## src/hw/rx_link_status_pkg.sv

```systemverilog
package rx_link_status_pkg;

   // ****************************************
   // Register offsets
   // ****************************************
   localparam logic [7:0] ADDR_GENERAL_CONFIG = 8'h02;
   localparam logic [7:0] ADDR_PORT_CAPABILITY = 8'h4A;
   localparam logic [7:0] ADDR_IRQ_ENABLE = 8'h4B;
   localparam logic [7:0] ADDR_PARITY_THRESHOLD = 8'h4C;
   localparam logic [7:0] ADDR_PORT_STATUS_ONE = 8'h4D;
   localparam logic [7:0] ADDR_PORT_STATUS_TWO = 8'h4E;
   localparam logic [7:0] ADDR_SENSOR_STATUS_A = 8'h51;
   localparam logic [7:0] ADDR_SENSOR_STATUS_B = 8'h52;
   localparam logic [7:0] ADDR_SENSOR_STATUS_C = 8'h53;
   localparam logic [7:0] ADDR_SENSOR_STATUS_D = 8'h54;
   localparam logic [7:0] ADDR_PARITY_COUNT_HIGH = 8'h55;
   localparam logic [7:0] ADDR_PARITY_COUNT_LOW = 8'h56;
   localparam logic [7:0] ADDR_LINES_HIGH = 8'h73;
   localparam logic [7:0] ADDR_LINES_LOW = 8'h74;
   localparam logic [7:0] ADDR_LINE_BYTES_HIGH = 8'h75;
   localparam logic [7:0] ADDR_LINE_BYTES_LOW = 8'h76;
   localparam logic [7:0] ADDR_FREQ_DETECT_CONTROL = 8'h77;
   localparam logic [7:0] ADDR_FREQ_VALUE_HIGH = 8'h78;
   localparam logic [7:0] ADDR_FREQ_VALUE_LOW = 8'h79;
   localparam logic [7:0] ADDR_ENCODER_CRC_CONTROL = 8'hBA;
   localparam logic [7:0] ADDR_SENSOR_RISE_IRQ = 8'hDE;
   localparam logic [7:0] ADDR_SENSOR_FALL_IRQ = 8'hDF;

   // ****************************************
   // Field positions
   // ****************************************
   localparam int GEN_PARITY_ENABLE_BIT = 0;
   localparam int GEN_RAW_MODE_BIT = 1;
   localparam int CAP_KEEP_PARITY_ON_UNLOCK_BIT = 0;
   localparam int CAP_ENCODER_CRC_CAPABLE_BIT = 4;
   localparam int CRC_DISABLE_BIT = 7;
   localparam int STS1_LOCKED_BIT = 0;
   localparam int STS1_LOCK_CHANGE_BIT = 1;
   localparam int STS1_PARITY_BIT = 2;
   localparam int STS1_CC_CRC_BIT = 4;
   localparam int STS1_CC_SEQ_BIT = 5;
   localparam int STS2_FREQ_STABLE_BIT = 1;
   localparam int STS2_CABLE_FAULT_BIT = 2;
   localparam int STS2_FREQ_CHANGE_BIT = 3;
   localparam int STS2_ENCODER_ERR_BIT = 5;
   localparam int STS2_LINES_CHANGE_BIT = 6;
   localparam int STS2_LENGTH_CHANGE_BIT = 7;
   localparam int IRQ_PARITY_BIT = 0;
   localparam int IRQ_ENCODER_BIT = 1;
   localparam int IRQ_FREQ_BIT = 2;
   localparam int IRQ_LINES_BIT = 3;
   localparam int IRQ_LENGTH_BIT = 4;
   localparam int IRQ_SENSOR_BIT = 5;

   // ****************************************
   // Reset values and timing
   // ****************************************
   localparam logic [7:0] GENERAL_CONFIG_RESET = 8'h01;
   localparam logic [7:0] ENCODER_CRC_CONTROL_RESET = 8'h80;
   localparam logic [7:0] FREQ_DETECT_CONTROL_RESET = 8'h21;
   localparam logic [7:0] PARITY_THRESHOLD_RESET = 8'h01;
   localparam int CLK_PERIOD_PS = 10000;
   localparam int FREQ_WINDOW_NS = 1000;
   localparam int FREQ_WINDOW_CYCLES = (FREQ_WINDOW_NS * 1000) / CLK_PERIOD_PS;

endpackage : rx_link_status_pkg

```

## src/hw/rx_link_status_monitor.sv

```systemverilog
module rx_link_status_monitor
   import rx_link_status_pkg::*;
(
   // Clock and reset
   input wire logic clk_sys_in,
   input wire logic resetn_in,
   // Register port behind the serial control target
   input wire logic [7:0] reg_addr_in,
   input wire logic reg_wr_in,
   input wire logic [7:0] reg_wdata_in,
   input wire logic reg_rd_in,
   output logic [7:0] reg_rdata_out,
   // Receiver pins (asynchronous)
   input wire logic port_locked_in,
   input wire logic link_clk_sense_in,
   // Decoder events (system clock)
   input wire logic parity_err_in,
   input wire logic encoder_code_err_in,
   input wire logic encoder_seq_err_in,
   input wire logic ctrl_channel_crc_err_in,
   input wire logic ctrl_channel_seq_err_in,
   // Link-information packets
   input wire logic info_valid_in,
   input wire logic info_crc_ok_in,
   input wire logic [31:0] info_sensor_in,
   // Video stream
   input wire logic long_packet_in,
   input wire logic [15:0] packet_bytes_in,
   input wire logic line_valid_in,
   input wire logic byte_valid_in,
   input wire logic frame_end_in,
   // Summary
   output logic port_locked_out,
   output logic irq_out
);

   // ****************************************
   // State
   // ****************************************
   typedef struct packed {
      logic [2:0] lock_sync;
      logic lock_filt;
      logic [2:0] clk_sync;
      logic clk_filt;
      logic [7:0] general_config;
      logic [7:0] capability;
      logic [7:0] irq_enable;
      logic [7:0] parity_threshold;
      logic [7:0] freq_control;
      logic [7:0] crc_control;
      logic lock_change;
      logic cc_crc_err;
      logic cc_seq_err;
      logic parity_flag;
      logic encoder_err;
      logic freq_change;
      logic lines_change;
      logic length_change;
      logic [15:0] parity_count;
      logic [7:0] parity_low_shadow;
      logic [3:0][7:0] sensor;
      logic [7:0] sensor_rise;
      logic [7:0] sensor_fall;
      logic [15:0] window_count;
      logic [15:0] edge_count;
      logic [15:0] freq_value;
      logic freq_stable;
      logic cable_fault;
      logic [15:0] line_count;
      logic [15:0] byte_count;
      logic [15:0] last_length;
      logic [15:0] lines_reg;
      logic [15:0] length_reg;
      logic line_valid_prev;
      logic [7:0] rdata;
   } state_s;

   state_s st;
   state_s next_st;

   function automatic logic [15:0] abs_diff(input logic [15:0] a, input logic [15:0] b);
      abs_diff = (a > b) ? (a - b) : (b - a);
   endfunction : abs_diff

   function automatic logic rd_at(input logic rd, input logic [7:0] addr, input logic [7:0] a);
      rd_at = rd && (addr == a);
   endfunction : rd_at

   logic [7:0] status_one;
   logic [7:0] status_two;
   logic [7:0] rd_mux;
   logic lock_lost;
   logic raw_mode;
   logic line_end;
   logic [15:0] end_length;
   logic info_accept;
   logic [15:0] next_count;
   logic [7:0] rise_now;
   logic [7:0] fall_now;

   always_comb begin
      status_one = '0;
      status_one[STS1_LOCKED_BIT] = st.lock_filt;
      status_one[STS1_LOCK_CHANGE_BIT] = st.lock_change;
      status_one[STS1_PARITY_BIT] = st.parity_flag;
      status_one[STS1_CC_CRC_BIT] = st.cc_crc_err;
      status_one[STS1_CC_SEQ_BIT] = st.cc_seq_err;
      status_two = '0;
      status_two[STS2_FREQ_STABLE_BIT] = st.freq_stable;
      status_two[STS2_CABLE_FAULT_BIT] = st.cable_fault;
      status_two[STS2_FREQ_CHANGE_BIT] = st.freq_change;
      status_two[STS2_ENCODER_ERR_BIT] = st.encoder_err;
      status_two[STS2_LINES_CHANGE_BIT] = st.lines_change;
      status_two[STS2_LENGTH_CHANGE_BIT] = st.length_change;
      case (reg_addr_in)
         ADDR_GENERAL_CONFIG: rd_mux = st.general_config;
         ADDR_PORT_CAPABILITY: rd_mux = st.capability;
         ADDR_IRQ_ENABLE: rd_mux = st.irq_enable;
         ADDR_PARITY_THRESHOLD: rd_mux = st.parity_threshold;
         ADDR_PORT_STATUS_ONE: rd_mux = status_one;
         ADDR_PORT_STATUS_TWO: rd_mux = status_two;
         ADDR_SENSOR_STATUS_A: rd_mux = st.sensor[0];
         ADDR_SENSOR_STATUS_B: rd_mux = st.sensor[1];
         ADDR_SENSOR_STATUS_C: rd_mux = st.sensor[2];
         ADDR_SENSOR_STATUS_D: rd_mux = st.sensor[3];
         ADDR_PARITY_COUNT_HIGH: rd_mux = st.parity_count[15:8];
         ADDR_PARITY_COUNT_LOW: rd_mux = st.parity_low_shadow;
         ADDR_LINES_HIGH: rd_mux = st.lines_reg[15:8];
         ADDR_LINES_LOW: rd_mux = st.lines_reg[7:0];
         ADDR_LINE_BYTES_HIGH: rd_mux = st.length_reg[15:8];
         ADDR_LINE_BYTES_LOW: rd_mux = st.length_reg[7:0];
         ADDR_FREQ_DETECT_CONTROL: rd_mux = st.freq_control;
         ADDR_FREQ_VALUE_HIGH: rd_mux = st.freq_value[15:8];
         ADDR_FREQ_VALUE_LOW: rd_mux = st.freq_value[7:0];
         ADDR_ENCODER_CRC_CONTROL: rd_mux = st.crc_control;
         ADDR_SENSOR_RISE_IRQ: rd_mux = st.sensor_rise;
         ADDR_SENSOR_FALL_IRQ: rd_mux = st.sensor_fall;
         default: rd_mux = 8'h00;
      endcase
   end

   // ****************************************
   // Next-state logic
   // ****************************************
   always_comb begin
      next_st = st;
      lock_lost = 1'b0;
      raw_mode = st.general_config[GEN_RAW_MODE_BIT];
      line_end = 1'b0;
      end_length = st.last_length;
      info_accept = 1'b0;
      next_count = st.parity_count;
      rise_now = '0;
      fall_now = '0;

      if (reg_rd_in) begin
         next_st.rdata = rd_mux;
      end

      // Read-to-clear effects; every set below is applied afterwards so a new event wins, except a frame end held off by a pending enabled lines or length flag.
      if (rd_at(reg_rd_in, reg_addr_in, ADDR_PORT_STATUS_ONE)) begin
         next_st.lock_change = 1'b0;
         next_st.cc_crc_err = 1'b0;
         next_st.cc_seq_err = 1'b0;
      end
      if (rd_at(reg_rd_in, reg_addr_in, ADDR_PORT_STATUS_TWO)) begin
         next_st.encoder_err = 1'b0;
         next_st.freq_change = 1'b0;
      end
      if (rd_at(reg_rd_in, reg_addr_in, ADDR_LINES_LOW)) begin
         next_st.lines_change = 1'b0;
      end
      if (rd_at(reg_rd_in, reg_addr_in, ADDR_LINE_BYTES_LOW)) begin
         next_st.length_change = 1'b0;
      end
      if (rd_at(reg_rd_in, reg_addr_in, ADDR_SENSOR_RISE_IRQ)) begin
         next_st.sensor_rise = '0;
      end
      if (rd_at(reg_rd_in, reg_addr_in, ADDR_SENSOR_FALL_IRQ)) begin
         next_st.sensor_fall = '0;
      end

      if (reg_wr_in) begin
         case (reg_addr_in)
            ADDR_GENERAL_CONFIG: next_st.general_config = reg_wdata_in;
            ADDR_PORT_CAPABILITY: next_st.capability = reg_wdata_in;
            ADDR_IRQ_ENABLE: next_st.irq_enable = reg_wdata_in;
            ADDR_PARITY_THRESHOLD: next_st.parity_threshold = reg_wdata_in;
            ADDR_FREQ_DETECT_CONTROL: next_st.freq_control = reg_wdata_in;
            ADDR_ENCODER_CRC_CONTROL: next_st.crc_control = reg_wdata_in;
            default: next_st.rdata = next_st.rdata;
         endcase
      end

      // Lock: three-stage synchroniser, value taken once stages two and three agree.
      next_st.lock_sync = {st.lock_sync[1:0], port_locked_in};
      if (st.lock_sync[1] == st.lock_sync[2]) begin
         next_st.lock_filt = st.lock_sync[2];
      end
      if (next_st.lock_filt != st.lock_filt) begin
         next_st.lock_change = 1'b1;
         lock_lost = st.lock_filt;
      end
      if (ctrl_channel_crc_err_in) begin
         next_st.cc_crc_err = 1'b1;
      end
      if (ctrl_channel_seq_err_in) begin
         next_st.cc_seq_err = 1'b1;
      end

      // ****************************************
      // Parity counter
      // ****************************************
      if (rd_at(reg_rd_in, reg_addr_in, ADDR_PARITY_COUNT_HIGH)) begin
         // The low byte is snapshotted so the pair reads coherently after the clear.
         next_st.parity_low_shadow = st.parity_count[7:0];
         next_count = '0;
         next_st.parity_flag = 1'b0;
      end
      if (lock_lost && !st.capability[CAP_KEEP_PARITY_ON_UNLOCK_BIT]) begin
         next_count = '0;
         next_st.parity_flag = 1'b0;
      end
      if (parity_err_in && st.general_config[GEN_PARITY_ENABLE_BIT]
          && next_count != 16'hFFFF) begin
         next_count = next_count + 16'h0001;
      end
      next_st.parity_count = next_count;
      if (next_count >= {8'h00, st.parity_threshold} && next_count != 16'h0000) begin
         next_st.parity_flag = 1'b1;
      end

      if (encoder_code_err_in || encoder_seq_err_in) begin
         next_st.encoder_err = 1'b1;
      end

      // ****************************************
      // Link information and sensor status
      // ****************************************
      info_accept = info_valid_in && (info_crc_ok_in || st.crc_control[CRC_DISABLE_BIT]
                    || !st.capability[CAP_ENCODER_CRC_CAPABLE_BIT]);
      if (info_accept) begin
         next_st.sensor = info_sensor_in;
         rise_now = info_sensor_in[7:0] & ~st.sensor[0];
         fall_now = ~info_sensor_in[7:0] & st.sensor[0];
      end
      next_st.sensor_rise = next_st.sensor_rise | rise_now;
      next_st.sensor_fall = next_st.sensor_fall | fall_now;

      // ****************************************
      // Frequency detection
      // ****************************************
      next_st.clk_sync = {st.clk_sync[1:0], link_clk_sense_in};
      if (st.clk_sync[1] == st.clk_sync[2]) begin
         next_st.clk_filt = st.clk_sync[2];
      end
      if (next_st.clk_filt && !st.clk_filt) begin
         next_st.edge_count = st.edge_count + 16'h0001;
      end
      next_st.window_count = st.window_count + 16'h0001;
      if (st.window_count == 16'(FREQ_WINDOW_CYCLES - 1)) begin
         // One window of 1 us: edge count reads directly in MHz.
         next_st.window_count = '0;
         next_st.edge_count = '0;
         next_st.freq_value = st.edge_count;
         next_st.cable_fault = (st.edge_count == 16'h0000)
                               || (st.edge_count < {12'h000, st.freq_control[3:0]});
         if (abs_diff(st.edge_count, st.freq_value) > {12'h000, st.freq_control[7:4]}) begin
            next_st.freq_stable = 1'b0;
            next_st.freq_change = 1'b1;
         end else begin
            next_st.freq_stable = !next_st.cable_fault;
         end
      end

      // ****************************************
      // Line count and line length
      // ****************************************
      next_st.line_valid_prev = line_valid_in;
      if (raw_mode) begin
         if (line_valid_in && !st.line_valid_prev) begin
            next_st.line_count = st.line_count + 16'h0001;
            next_st.byte_count = '0;
         end else if (line_valid_in && byte_valid_in) begin
            next_st.byte_count = st.byte_count + 16'h0001;
         end
         line_end = !line_valid_in && st.line_valid_prev;
         end_length = st.byte_count;
      end else if (long_packet_in) begin
         next_st.line_count = st.line_count + 16'h0001;
         line_end = 1'b1;
         end_length = packet_bytes_in;
      end
      if (line_end) begin
         next_st.last_length = end_length;
      end
      if (frame_end_in) begin
         next_st.line_count = '0;
         if (!(st.lines_change && st.irq_enable[IRQ_LINES_BIT])) begin
            next_st.lines_reg = st.line_count;
            if (st.line_count != st.lines_reg) begin
               next_st.lines_change = 1'b1;
            end
         end
         if (!(st.length_change && st.irq_enable[IRQ_LENGTH_BIT])) begin
            next_st.length_reg = line_end ? end_length : st.last_length;
            if (next_st.length_reg != st.length_reg) begin
               next_st.length_change = 1'b1;
            end
         end
      end
   end

   always_ff @(posedge clk_sys_in or negedge resetn_in) begin
      if (!resetn_in) begin
         st <= '0;
         st.general_config <= GENERAL_CONFIG_RESET;
         st.crc_control <= ENCODER_CRC_CONTROL_RESET;
         st.freq_control <= FREQ_DETECT_CONTROL_RESET;
         st.parity_threshold <= PARITY_THRESHOLD_RESET;
      end else begin
         st <= next_st;
      end
   end

   // ****************************************
   // Outputs
   // ****************************************
   assign reg_rdata_out = st.rdata;
   assign port_locked_out = st.lock_filt;
   assign irq_out = (st.irq_enable[IRQ_PARITY_BIT] && st.parity_flag)
                    || (st.irq_enable[IRQ_ENCODER_BIT] && st.encoder_err)
                    || (st.irq_enable[IRQ_FREQ_BIT] && st.freq_change)
                    || (st.irq_enable[IRQ_LINES_BIT] && st.lines_change)
                    || (st.irq_enable[IRQ_LENGTH_BIT] && st.length_change)
                    || (st.irq_enable[IRQ_SENSOR_BIT]
                        && ((st.sensor_rise | st.sensor_fall) != 8'h00));

endmodule : rx_link_status_monitor

```

## config.mk

```make
export PLATFORM = sky130hd
export DESIGN_NAME = rx_link_status_monitor
export DESIGN_NICKNAME = d
export VERILOG_FILES = /design/src/hw/rx_link_status_pkg.sv /design/src/hw/rx_link_status_monitor.sv
export SDC_FILE = /design/constraint.sdc
export NUM_CORES = 1
export LEC_CHECK = 0
export BUFFER_PORTS_ARGS = -buffer_cell sky130_fd_sc_hd__buf_2
export CAP_MARGIN = 20
export CELL_PAD_IN_SITES_DETAIL_PLACEMENT = 1
export CELL_PAD_IN_SITES_GLOBAL_PLACEMENT = 1
export CORE_MARGIN = 5
export CORE_UTILIZATION = 44
export DETAILED_ROUTE_END_ITERATION = 16
export GPL_ROUTABILITY_DRIVEN = 1
export PLACE_DENSITY = 0.84
export SYNTH_ARGS = -nofsm -noshare
export SYNTH_HDL_FRONTEND = slang
export SYNTH_SLANG_ARGS = --single-unit
```

## constraint.sdc

```tcl
create_clock -name clk_sys_in -period 4.3 [get_ports clk_sys_in]
set_clock_uncertainty 0.1 [all_clocks]
set_input_delay 0.215 -clock clk_sys_in [delete_from_list [all_inputs] [get_ports clk_sys_in]]
set_output_delay 0.215 -clock clk_sys_in [all_outputs]
set_load 0.02 [all_outputs]
```

==> reports/metrics.yaml, run 1 <==
grt_max_degree: 121
yosysWarnings: 0
drv_cap: 0
holdWs_ns: 0.03593
syn_inst: 1460
grt_remaining_overflow: 0
antenna_found_initial: 1
rows: 67
die_w_um: 194.1
cp-end-kind: "register"
dpl_worst_slack_ns: -0.01001
syn_avg_cell_area_um2: 10.22
synth_top_area_share: 0.4529
fin_nets: 1753
start_util: 0.4449
ys_top_cells_by_area: "dfrtp_1 (45%), mux2_2 (7.2%), ha_1 (4.4%)"
worstPathRequired_ns: 4.67
drt_iter0_drc: 1054
power_density_nw_per_um2: 435.5
path_class: "reg2reg"
numClockSinks: 275
drive_gt1_frac: 0.2035
drt-vias-per-instance: 6.092
cts_tree: "built"
final_util: 0.5272
wl_per_cell_um: 25.00
grt_usage: 0.2698
synth_cell_types: 80
routed_wl_mm: 52.25
clk_latency_ns: 0.60
fin_ws_ns: 0.1129
setup_viol: 0
slowest_stage: "dfrtp_1"
place_hpwl_mm: 36.05
area_growth_pct: 18.48
slowest_delay_ns: 0.39
grt_pass1_vias: 13760
yosysSeqAreaShare: 0.4617
slew_headroom: 0.2314
stdcell_count: 2090
die_area_um2: 37690
tns_ns: 0
clk_pin_slew_ns: 0.07
core_um2: 33530
drc_errors: 0
path_buf_inv: 2
rsz0062_at_grt: "yes"
irDropWorstVdd_mv: 0.3308
yosysTopAreaCell: "dfrtp_1"
cp_data_arrival_time_ns: 4.56
fmax_mhz: 238.8
grt_pass1_wl_mm: 81.41
vias: 12733
cpMostUsedCell: "a21o_1"
clockBufferDepth: 3
synth.top_cells.by_count: "dfrtp_1 (270), nand2_1 (126), nor2_1 (117)"
yosysMostFrequentCell: "dfrtp_1"
min_period_over_period: 0.9737
synthesis.nets: 1596
ys_seq_elements: 275
htreeDepth: 1
gp_congestion: 0.9540
synth_top_flop_cell: "dfrtp_1"
critPathLaunchType: "register"
place_inst: 1975
finalHoldViolCount: 0
min_period_ns: 4.187
tightest_slew_ns: 1.149
synth-edff-count: 0
cts_root_buf: "clkbuf_16"
synth_area_um2: 14920
portBuffers: 90
leakage_nw: 7.954
cts_buffers: 31
hold_path_class: "in2reg"
drt-pass1-iter-count: 5
async_flop_share: 1.000
slew_viol_final: 0
path_cells: "a21o_1, o21ai_0, ha_1, nor2b_1, a41oi_4, nand2_2, inv_1, ha_2, nand2_2, nor4_4, a31oi_4, buf_4, o31ai_4, ha_1, a21o_1, a21o_1, a21o_1, a21o_1, a21o_1, a21o_1, a21oi_1, o21ai_1"
final_antenna_net_count: 0
critPathMaxFanout: 5
die_height_um: 194.1
outcome: "complete, no violations"
ios: 91
critPathTopFamily: "compound AO/OA/AOI/OAI gates"
## worst paths after layout
path / start / end / slack [ns] / depth (start not counted)
hold reg to reg: next_st[269]$_DFF_PN0_ / next_st[270]$_DFF_PN0_ / 0.27 / 0
setup / recovery: next_st[274]$_DFF_PN0_ / st[215]$_DFFE_PN0P_ / 0.11 / 22
min in group asynchronous: resetn_in / st[72]$_DFFE_PN0P_ / 0.16 / 2
hold / removal: packet_bytes_in[6] / st[47]$_DFF_PN0_ / 0.04 / 5
max in group asynchronous: resetn_in / st[115]$_DFFE_PN0P_ / 2.79 / 3
setup reg to reg: next_st[274]$_DFF_PN0_ / st[215]$_DFFE_PN0P_ / 0.11 / 22
## power by group
group          switching [mW]  internal, mW
Sequential              0.169          2.73
Combinational            1.07         0.853
Clock                    1.19          1.69
## cells in the final DEF (no fill, tap or decap), drive strengths merged, types with 27 or more instances in the layout
cell type and instances:
a21oi 42, buf 133, xor2 58, ha 53
clkbuf 35, dfrtp 270, nor2 118, mux2 96
inv 102, xnor2 52, o21ai 76, dlygate4sd3 52
a221oi 27, nand4 32, nand3 43, nand2 126
## worst min-delay path: cells and delay by family
kind / cells / cell delay, ns
buffers and inverters: 2 / 0.18
AOI/OAI and AO/OA: 2 / 0.25
and+or+nand+nor: 1 / 0.06
## cell type report
class | instances | area [um2]
multi-input cells | 1026 | 7425
fillers | 3696 | 15860
well taps | 448 | 560.5
repair buffers | 185 | 1329
inverters | 98 | 367.9
clock buffers | 35 | 820.8
diodes | 1 | 2.502
flip-flops and latches | 275 | 6889
clock inverters | 22 | 282.8
## through the flow
| step | area (um2) | total power [mW] |
|---|---|---|
| finish | 17680 | 7.698 |
| detailed placement | 15970 | 4.733 |
| CTS | 17620 | 7.645 |
| global route | 17680 | 8.028 |
| floorplan | 14920 | 4.149 |
| global placement | 15970 | 4.654 |
## repair_timing
item,in CTS,in global routing
setup buffers,2,3
gates resized for setup,4,11
hold buffers,52,0
pin swaps,2,4
setup endpoints to repair,1,3
endpoints found under the hold margin,240,0
## per-layer routing
layer  up-vias  routed length [um]  track usage
li1       5578                   -            -
met1      6488               20490       0.3383
met2       513               25710       0.4639
met3       154                3614      0.05474
met4         0                2429      0.09740
met5         -                   0            0
## sequential cells by signal, indices dropped and copies added, names as in the netlist
signal	count
reg_rdata_out	8
raw_mode	1
st	261
port_locked_out	1
next_st	4
## logic make-up (layout without fill, tap and decap cells)
group | count (synthesis) | in the layout | share of synthesized area
buffers and inverters | 159 | 340 | 0.04545
and+or+nand+nor | 428 | 428 | 0.1415
muxes | 108 | 108 | 0.08051
adders and majority gates | 56 | 56 | 0.04780
DFF | 275 | 275 | 0.4617
other | 0 | 1 | 0
AOI/OAI and AO/OA | 324 | 324 | 0.1585
xor gates and xnor gates | 110 | 110 | 0.06458
Power figures use the tool's default switching activity.
==> run 2, diff against run 1 <==
--- a/config.mk
+++ b/config.mk
@@ -14,6 +14,7 @@
 export DETAILED_ROUTE_END_ITERATION = 16
 export GPL_ROUTABILITY_DRIVEN = 1
 export PLACE_DENSITY = 0.84
+export SETUP_SLACK_MARGIN = 0.5
 export SYNTH_ARGS = -nofsm -noshare
 export SYNTH_HDL_FRONTEND = slang
 export SYNTH_SLANG_ARGS = --single-unit
==> run 2 against run 1 <==
Against the previous run:
- global-route usage increased by 0.50 points
- clock power about the same
- die area did not move
- register-to-register slack improved by 0.08 ns
- maximum frequency rose by 1.8%
- power rose by 3.6%
- sequential power is essentially flat
- critical path depth is 1 lower
- first-iteration DRC count is 28% higher
- largest power group unchanged
- highest routed layer unchanged
==> reports/metrics.yaml, run 2 (same netlist as run 1, synthesis figures left out) <==
rsz0062_at_grt: "yes"
power_density_nw_per_um2: 440.2  # +1.1%
critPathMaxFanout: 4  # -1
worstPathRequired_ns: 4.68  # about the same
setup_viol: 0  # unchanged
critPathLaunchType: "register"
grt_pass1_vias: 14000  # +1.7%
grt_remaining_overflow: 0  # unchanged
htreeDepth: 1  # unchanged
grt_pass1_wl_mm: 82.90  # +1.8%
num_antenna_cells: 0  # -1
layout_commonest_cell: "dfrtp_1"
drt-vias-per-instance: 6.223  # +2.1%
tns_ns: 0  # unchanged
largest_register_ffs: 261  # unchanged
gp_congestion: 0.9142  # -4.2%
final_cell_mix: "dfrtp_1 (261), nand2_1 (123), nor2_1 (115)"
wl_per_cell_um: 25.54  # +2.2%
grt_usage: 0.2749  # +0.005047
drc_errors: 0  # unchanged
vias: 13136  # +3.2%
core_um2: 33530  # unchanged
drt-pass1-iter-count: 8  # +3
die_area_um2: 37690  # unchanged
path_cells: "buf_4, o21ai_2, ha_2, nor2b_4, a41oi_4, nand2_2, inv_2, ha_4, nand2_4, nor4_4, buf_4, buf_4, a311oi_4, buf_4, nand3_1, xor2_1, nor2_1, or4_1, nor4_1, buf_4, o21ai_2"
stdcell_count: 2111  # +1.0%
drive_gt1_frac: 0.2303  # +0.02677
clk_pin_slew_ns: 0.07  # about the same
critPathLaunch: "st[274]$_DFF_PN0_"
drv_cap: 0  # unchanged
fin_nets: 1775  # +1.3%
slew_viol_final: 0  # unchanged
fillerInstances: 3657  # -1.1%
area_growth_pct: 21.40
antenna_found_initial: 0  # -1
clk_latency_ns: 0.59  # about the same
slowest_stage: "or4_1"
cpMostUsedCell: "buf_4"
final_antenna_net_count: 0  # unchanged
grt_max_degree: 123  # +1.7%
portBuffers: 90  # unchanged
place_hpwl_mm: 35.64  # -1.1%
start_util: 0.4449  # unchanged
holdCritStartpoint: "packet_bytes_in[4]"
slew_headroom: 0.3222  # +0.09081
worstRegToRegCells: 21  # -4.5%
tightest_slew_ns: 1.017  # -0.1320 ns
r2r-start: "st[274]$_DFF_PN0_"
reg2reg_to: "st[215]$_DFFE_PN0P_"
place_inst: 1971  # -0.20%
critPathTopFamily: "simple AND/OR/NAND/NOR gates"
cts_buffers: 30  # -3.2%
fmax_mhz: 243.2  # +1.8%
regMostFlops: "st"
path_class: "reg2reg"
cp.depth: 21  # -4.5%
cp_data_arrival_time_ns: 4.49  # -0.07 ns
min_period_over_period: 0.9561  # -0.01761
finalHoldViolCount: 0  # unchanged
die_w_um: 194.1  # unchanged
die_height_um: 194.1  # unchanged
slowest_delay_ns: 0.54  # +0.15 ns
cts_tree: "built"
outcome: "complete, no violations"
rows: 67  # unchanged
clockBufferDepth: 3  # unchanged
min_period_ns: 4.111  # -0.07574 ns
path_buf_inv: 6  # +4
cp-end-kind: "register"
r2r_slack_ns: 0.19  # +0.08 ns
crit_end: "st[215]$_DFFE_PN0P_"
drt_iter0_drc: 1349  # +28%
leakage_nw: 8.131  # +2.2%
numClockSinks: 275  # unchanged
ios: 91  # unchanged
hold_path_class: "in2reg"
irDropWorstVdd_mv: 0.3252  # -1.7%
routed_wl_mm: 53.92  # +3.2%
cts_root_buf: "clkbuf_16"
==> run 2: how the worst min path moves through the flow <==
stage | slack [ns] | to | cells after the start
4_1_cts | 0.07 | st[48]$_DFF_PN0_ | 5
6_report | 0.08 | st[45]$_DFF_PN0_ | 5
2_1_floorplan | -0.18 | next_st[269]$_DFF_PN0_ | 0
3_5_place_dp | 0.23 | next_st[269]$_DFF_PN0_ | 1
3_3_place_gp | 0.23 | next_st[269]$_DFF_PN0_ | 1
5_1_grt | 0.13 | st[48]$_DFF_PN0_ | 5
==> run 2: metal layers <==
metal | track usage | part of all wire
met1 | 0.3484 | 0.39
met2 | 0.4634 | 0.48
met3 | 0.05004 | 0.072
met4 | 0.1180 | 0.053
met5 | 0 | 0
==> run 2: metrics by stage <==
stage                 util  total power [mW]  setup WS [ns]  area, um2  hold WS [ns]
global placement    0.4760             4.648         0.2681      15960        0.2304
global route        0.5401             8.282         0.1049      18110        0.1269
floorplan                -             4.190         0.2891      14980       -0.1806
detailed placement  0.4760             4.720        0.08077      15960        0.2268
CTS                 0.5307             7.747         0.3029      17790       0.06888
finish              0.5401             7.973         0.1887      18110       0.08151
==> run 2: tightest hold or removal path: cells and delay by family <==
family          cells  cell delay, ns
buf+inv             2            0.18
simple gates        1            0.08
compound gates      2            0.27
==> run 2: area by class of cell <==
type,instances,area (um2),share of cell area
repair buffers,208,1521,0.08400
well taps,448,560.5,0.03095
clock inverters,17,280.3,0.01547
multi-input cells,1026,7659,0.4228
inverters,98,367.9,0.02031
flip-flops and latches,275,6899,0.3809
clock buffers,39,824.5,0.04552
==> run 2: power breakdown <==
part           switching [mW]  total, mW  internal [mW]
Combinational            1.19       2.15          0.967
Sequential              0.182       2.91           2.73
Clock                    1.18       2.91           1.73
==> run 2: timing repair <==
action / CTS / global route
hold buffers: 51 / 0
cloned: 0 / 0
endpoints found under the hold margin: 236 / 0
buffers inserted: 21 / 12
resized for setup: 15 / 45
endpoints found under the setup margin: 3 / 3
pin swaps: 16 / 23
==> run 3, diff against run 2 <==
--- a/config.mk
+++ b/config.mk
@@ -14,7 +14,7 @@
 export DETAILED_ROUTE_END_ITERATION = 16
 export GPL_ROUTABILITY_DRIVEN = 1
 export PLACE_DENSITY = 0.84
-export SETUP_SLACK_MARGIN = 0.5
+export SETUP_SLACK_MARGIN = 0.05
 export SYNTH_ARGS = -nofsm -noshare
 export SYNTH_HDL_FRONTEND = slang
 export SYNTH_SLANG_ARGS = --single-unit
==> run 3 against run 2 <==
Against the previous run:
- the run now ends with setup timing left
- global-route usage is 0.13 points higher
- clock-buffer cell count is 3 higher
- final cell count is 0.81% lower
- critical endpoint unchanged
- largest cell class unchanged
- highest routed layer unchanged
==> reports/metrics.yaml, run 3 (same netlist as run 1, synthesis figures left out) <==
reg2reg_to: "st[215]$_DFFE_PN0P_"
path_class: "reg2reg"
grt_pass1_wl_mm: 83.40  # +0.61%
worstRegToRegCells: 22  # +4.8%
routed_wl_mm: 54.41  # +0.92%
holdWs_ns: 0.02207  # -0.05944 ns
critPathMaxFanout: 5  # +1
cts_buffers: 31  # +3.3%
num_antenna_cells: 0  # unchanged
clockBufferDepth: 3  # unchanged
setup_viol: 1  # +1
dpl_worst_slack_ns: 0.04750  # -0.03327 ns
power_density_nw_per_um2: 439.3  # -0.22%
r2r-start: "next_st[274]$_DFF_PN0_"
grt_max_degree: 127  # +3.3%
critPathLaunchType: "register"
die_height_um: 194.1  # unchanged
ios: 91  # unchanged
irDropWorstVdd_mv: 0.3287  # +1.1%
drv_cap: 0  # unchanged
grt_usage: 0.2762  # +0.001343
portBuffers: 90  # unchanged
min_period_ns: 4.437  # +0.3258 ns
drt-vias-per-instance: 6.302  # +1.3%
slew_headroom: 0.2979  # -0.02431
leakage_nw: 7.992  # -1.7%
start_util: 0.4449  # unchanged
clk_latency_ns: 0.61  # +0.02 ns
min_period_over_period: 1.032  # +0.07576
final_cell_mix: "dfrtp_1 (269), nand2_1 (124), nor2_1 (116)"
critPathLaunch: "next_st[274]$_DFF_PN0_"
gp_congestion: 0.9139  # about the same
clk_pin_slew_ns: 0.06  # about the same
fmax_mhz: 225.4  # -7.3%
place_hpwl_mm: 35.80  # +0.44%
drc_errors: 0  # unchanged
cp-end-kind: "register"
cts_tree: "built"
largest_register_ffs: 261  # unchanged
drive_gt1_frac: 0.2090  # -0.02132
wl_per_cell_um: 25.98  # +1.7%
htreeDepth: 1  # unchanged
rows: 67  # unchanged
slew_viol_final: 0  # unchanged
die_area_um2: 37690  # unchanged
numClockSinks: 275  # unchanged
drt_iter0_drc: 1344  # -0.37%
fin_nets: 1763  # -0.68%
holdCritStartpoint: "packet_bytes_in[8]"
core_um2: 33530  # unchanged
die_w_um: 194.1  # unchanged
regMostFlops: "st"
fin_ws_ns: -0.1371  # -0.3258 ns
violations: "setup timing"
grt_pass1_vias: 13939  # -0.44%
grt_remaining_overflow: 0  # unchanged
finalHoldViolCount: 0  # unchanged
layout_commonest_cell: "dfrtp_1"
antenna_found_initial: 0  # unchanged
worstPathRequired_ns: 4.66  # -0.02 ns
r2r_slack_ns: -0.14  # -0.33 ns
cp_data_arrival_time_ns: 4.79  # +0.30 ns
area_growth_pct: 18.81
drt-pass1-iter-count: 8  # unchanged
min_path_cells: 5  # unchanged
fillerInstances: 3642  # -0.41%
final_antenna_net_count: 0  # unchanged
worstHoldEndpoint: "st[49]$_DFF_PN0_"
vias: 13197  # +0.46%
final_util: 0.5286  # -0.01153
hold_path_class: "in2reg"
outcome: "finished with violations"
cts_root_buf: "clkbuf_16"
tightest_slew_ns: 1.049  # +0.03259 ns
run 3: cell count changes in the layout (fill, tap and decap cells not counted), sizes merged:
| cell | previous run | this run |
|---|---|---|
| clkinvlp | 1 | 3 |
| dlygate4sd3 | 51 | 50 |
| clkinv | 6 | 2 |
| clkbuf | 39 | 42 |
| bufinv | 6 | 4 |
| inv | 102 | 99 |
| buf | 157 | 145 |
run 3: metal layers:
layer,vias to the layer above,wire length [um],track usage
met2,699,26370,0.4673
met3,219,4076,0.05178
met5,-,0,0
li1,5588,-,-
met1,6691,21110,0.3498
met4,0,2855,0.1133
run 3: power breakdown:
part           total, mW  switching (mW)  internal, mW
clock               2.79            1.15          1.64
combinational       2.08            1.14         0.942
sequential          2.91           0.185          2.73
run 3: repair_timing:
| item | CTS | global route |
|---|---|---|
| endpoints found under the setup margin | 3 | 3 |
| hold buffers | 50 | 0 |
| pin swaps | 8 | 16 |
| endpoints found under the hold margin | 238 | 0 |
| setup buffers | 7 | 12 |
| gates resized for setup | 9 | 19 |
run 3: critical path: stages, from the launching register on:
cell and delay (ns):
dfrtp_1 0.45, a21o_1 0.27, o21ai_2 0.11, ha_2 0.19, nor2b_4 0.13, a41oi_4 0.21, nand2_2 0.09, inv_2 0.08
ha_4 0.16, nand2_4 0.06, nor4_4 0.28, a31oi_4 0.21, xor2_2 0.19, ha_1 0.30, nand2b_4 0.15, a21o_1 0.20
a21o_1 0.17, a21o_1 0.19, a21o_1 0.18, a21o_1 0.18, a21o_1 0.19, a21oi_2 0.11, o21ai_1 0.06
run 3: worst max path at each step:
stage,cells after the start,slack [ns],end
floorplan,23,0.06,st[215]$_DFFE_PN0P_
global placement,22,0.28,st[215]$_DFFE_PN0P_
detailed placement,22,0.05,st[215]$_DFFE_PN0P_
CTS,22,0.05,st[215]$_DFFE_PN0P_
global route,22,-0.20,st[215]$_DFFE_PN0P_
finish,22,-0.14,st[215]$_DFFE_PN0P_
run 3: area by class of cell:
class | count | area (um2) | area share
well taps | 448 | 560.5 | 0.03162
repair buffers | 195 | 1399 | 0.07892
flip-flops and latches | 275 | 6889 | 0.3886
inverters | 98 | 367.9 | 0.02075
clock buffers | 42 | 867.1 | 0.04892
clock inverters | 10 | 172.7 | 0.009741
multi-input cells | 1026 | 7470 | 0.4214
run 3: stage by stage:
stage | total power, mW | instances | setup TNS [ns] | instance area (um2)
final | 7.786 | 2094 | -0.1371 | 17730
after floorplan | 4.150 | 1460 | 0 | 14930
after CTS | 7.582 | 2082 | 0 | 17560
after global routing | 8.096 | 2094 | -0.1951 | 17730
after detailed placement | 4.748 | 1973 | 0 | 15940
after global placement | 4.664 | 1973 | 0 | 15940
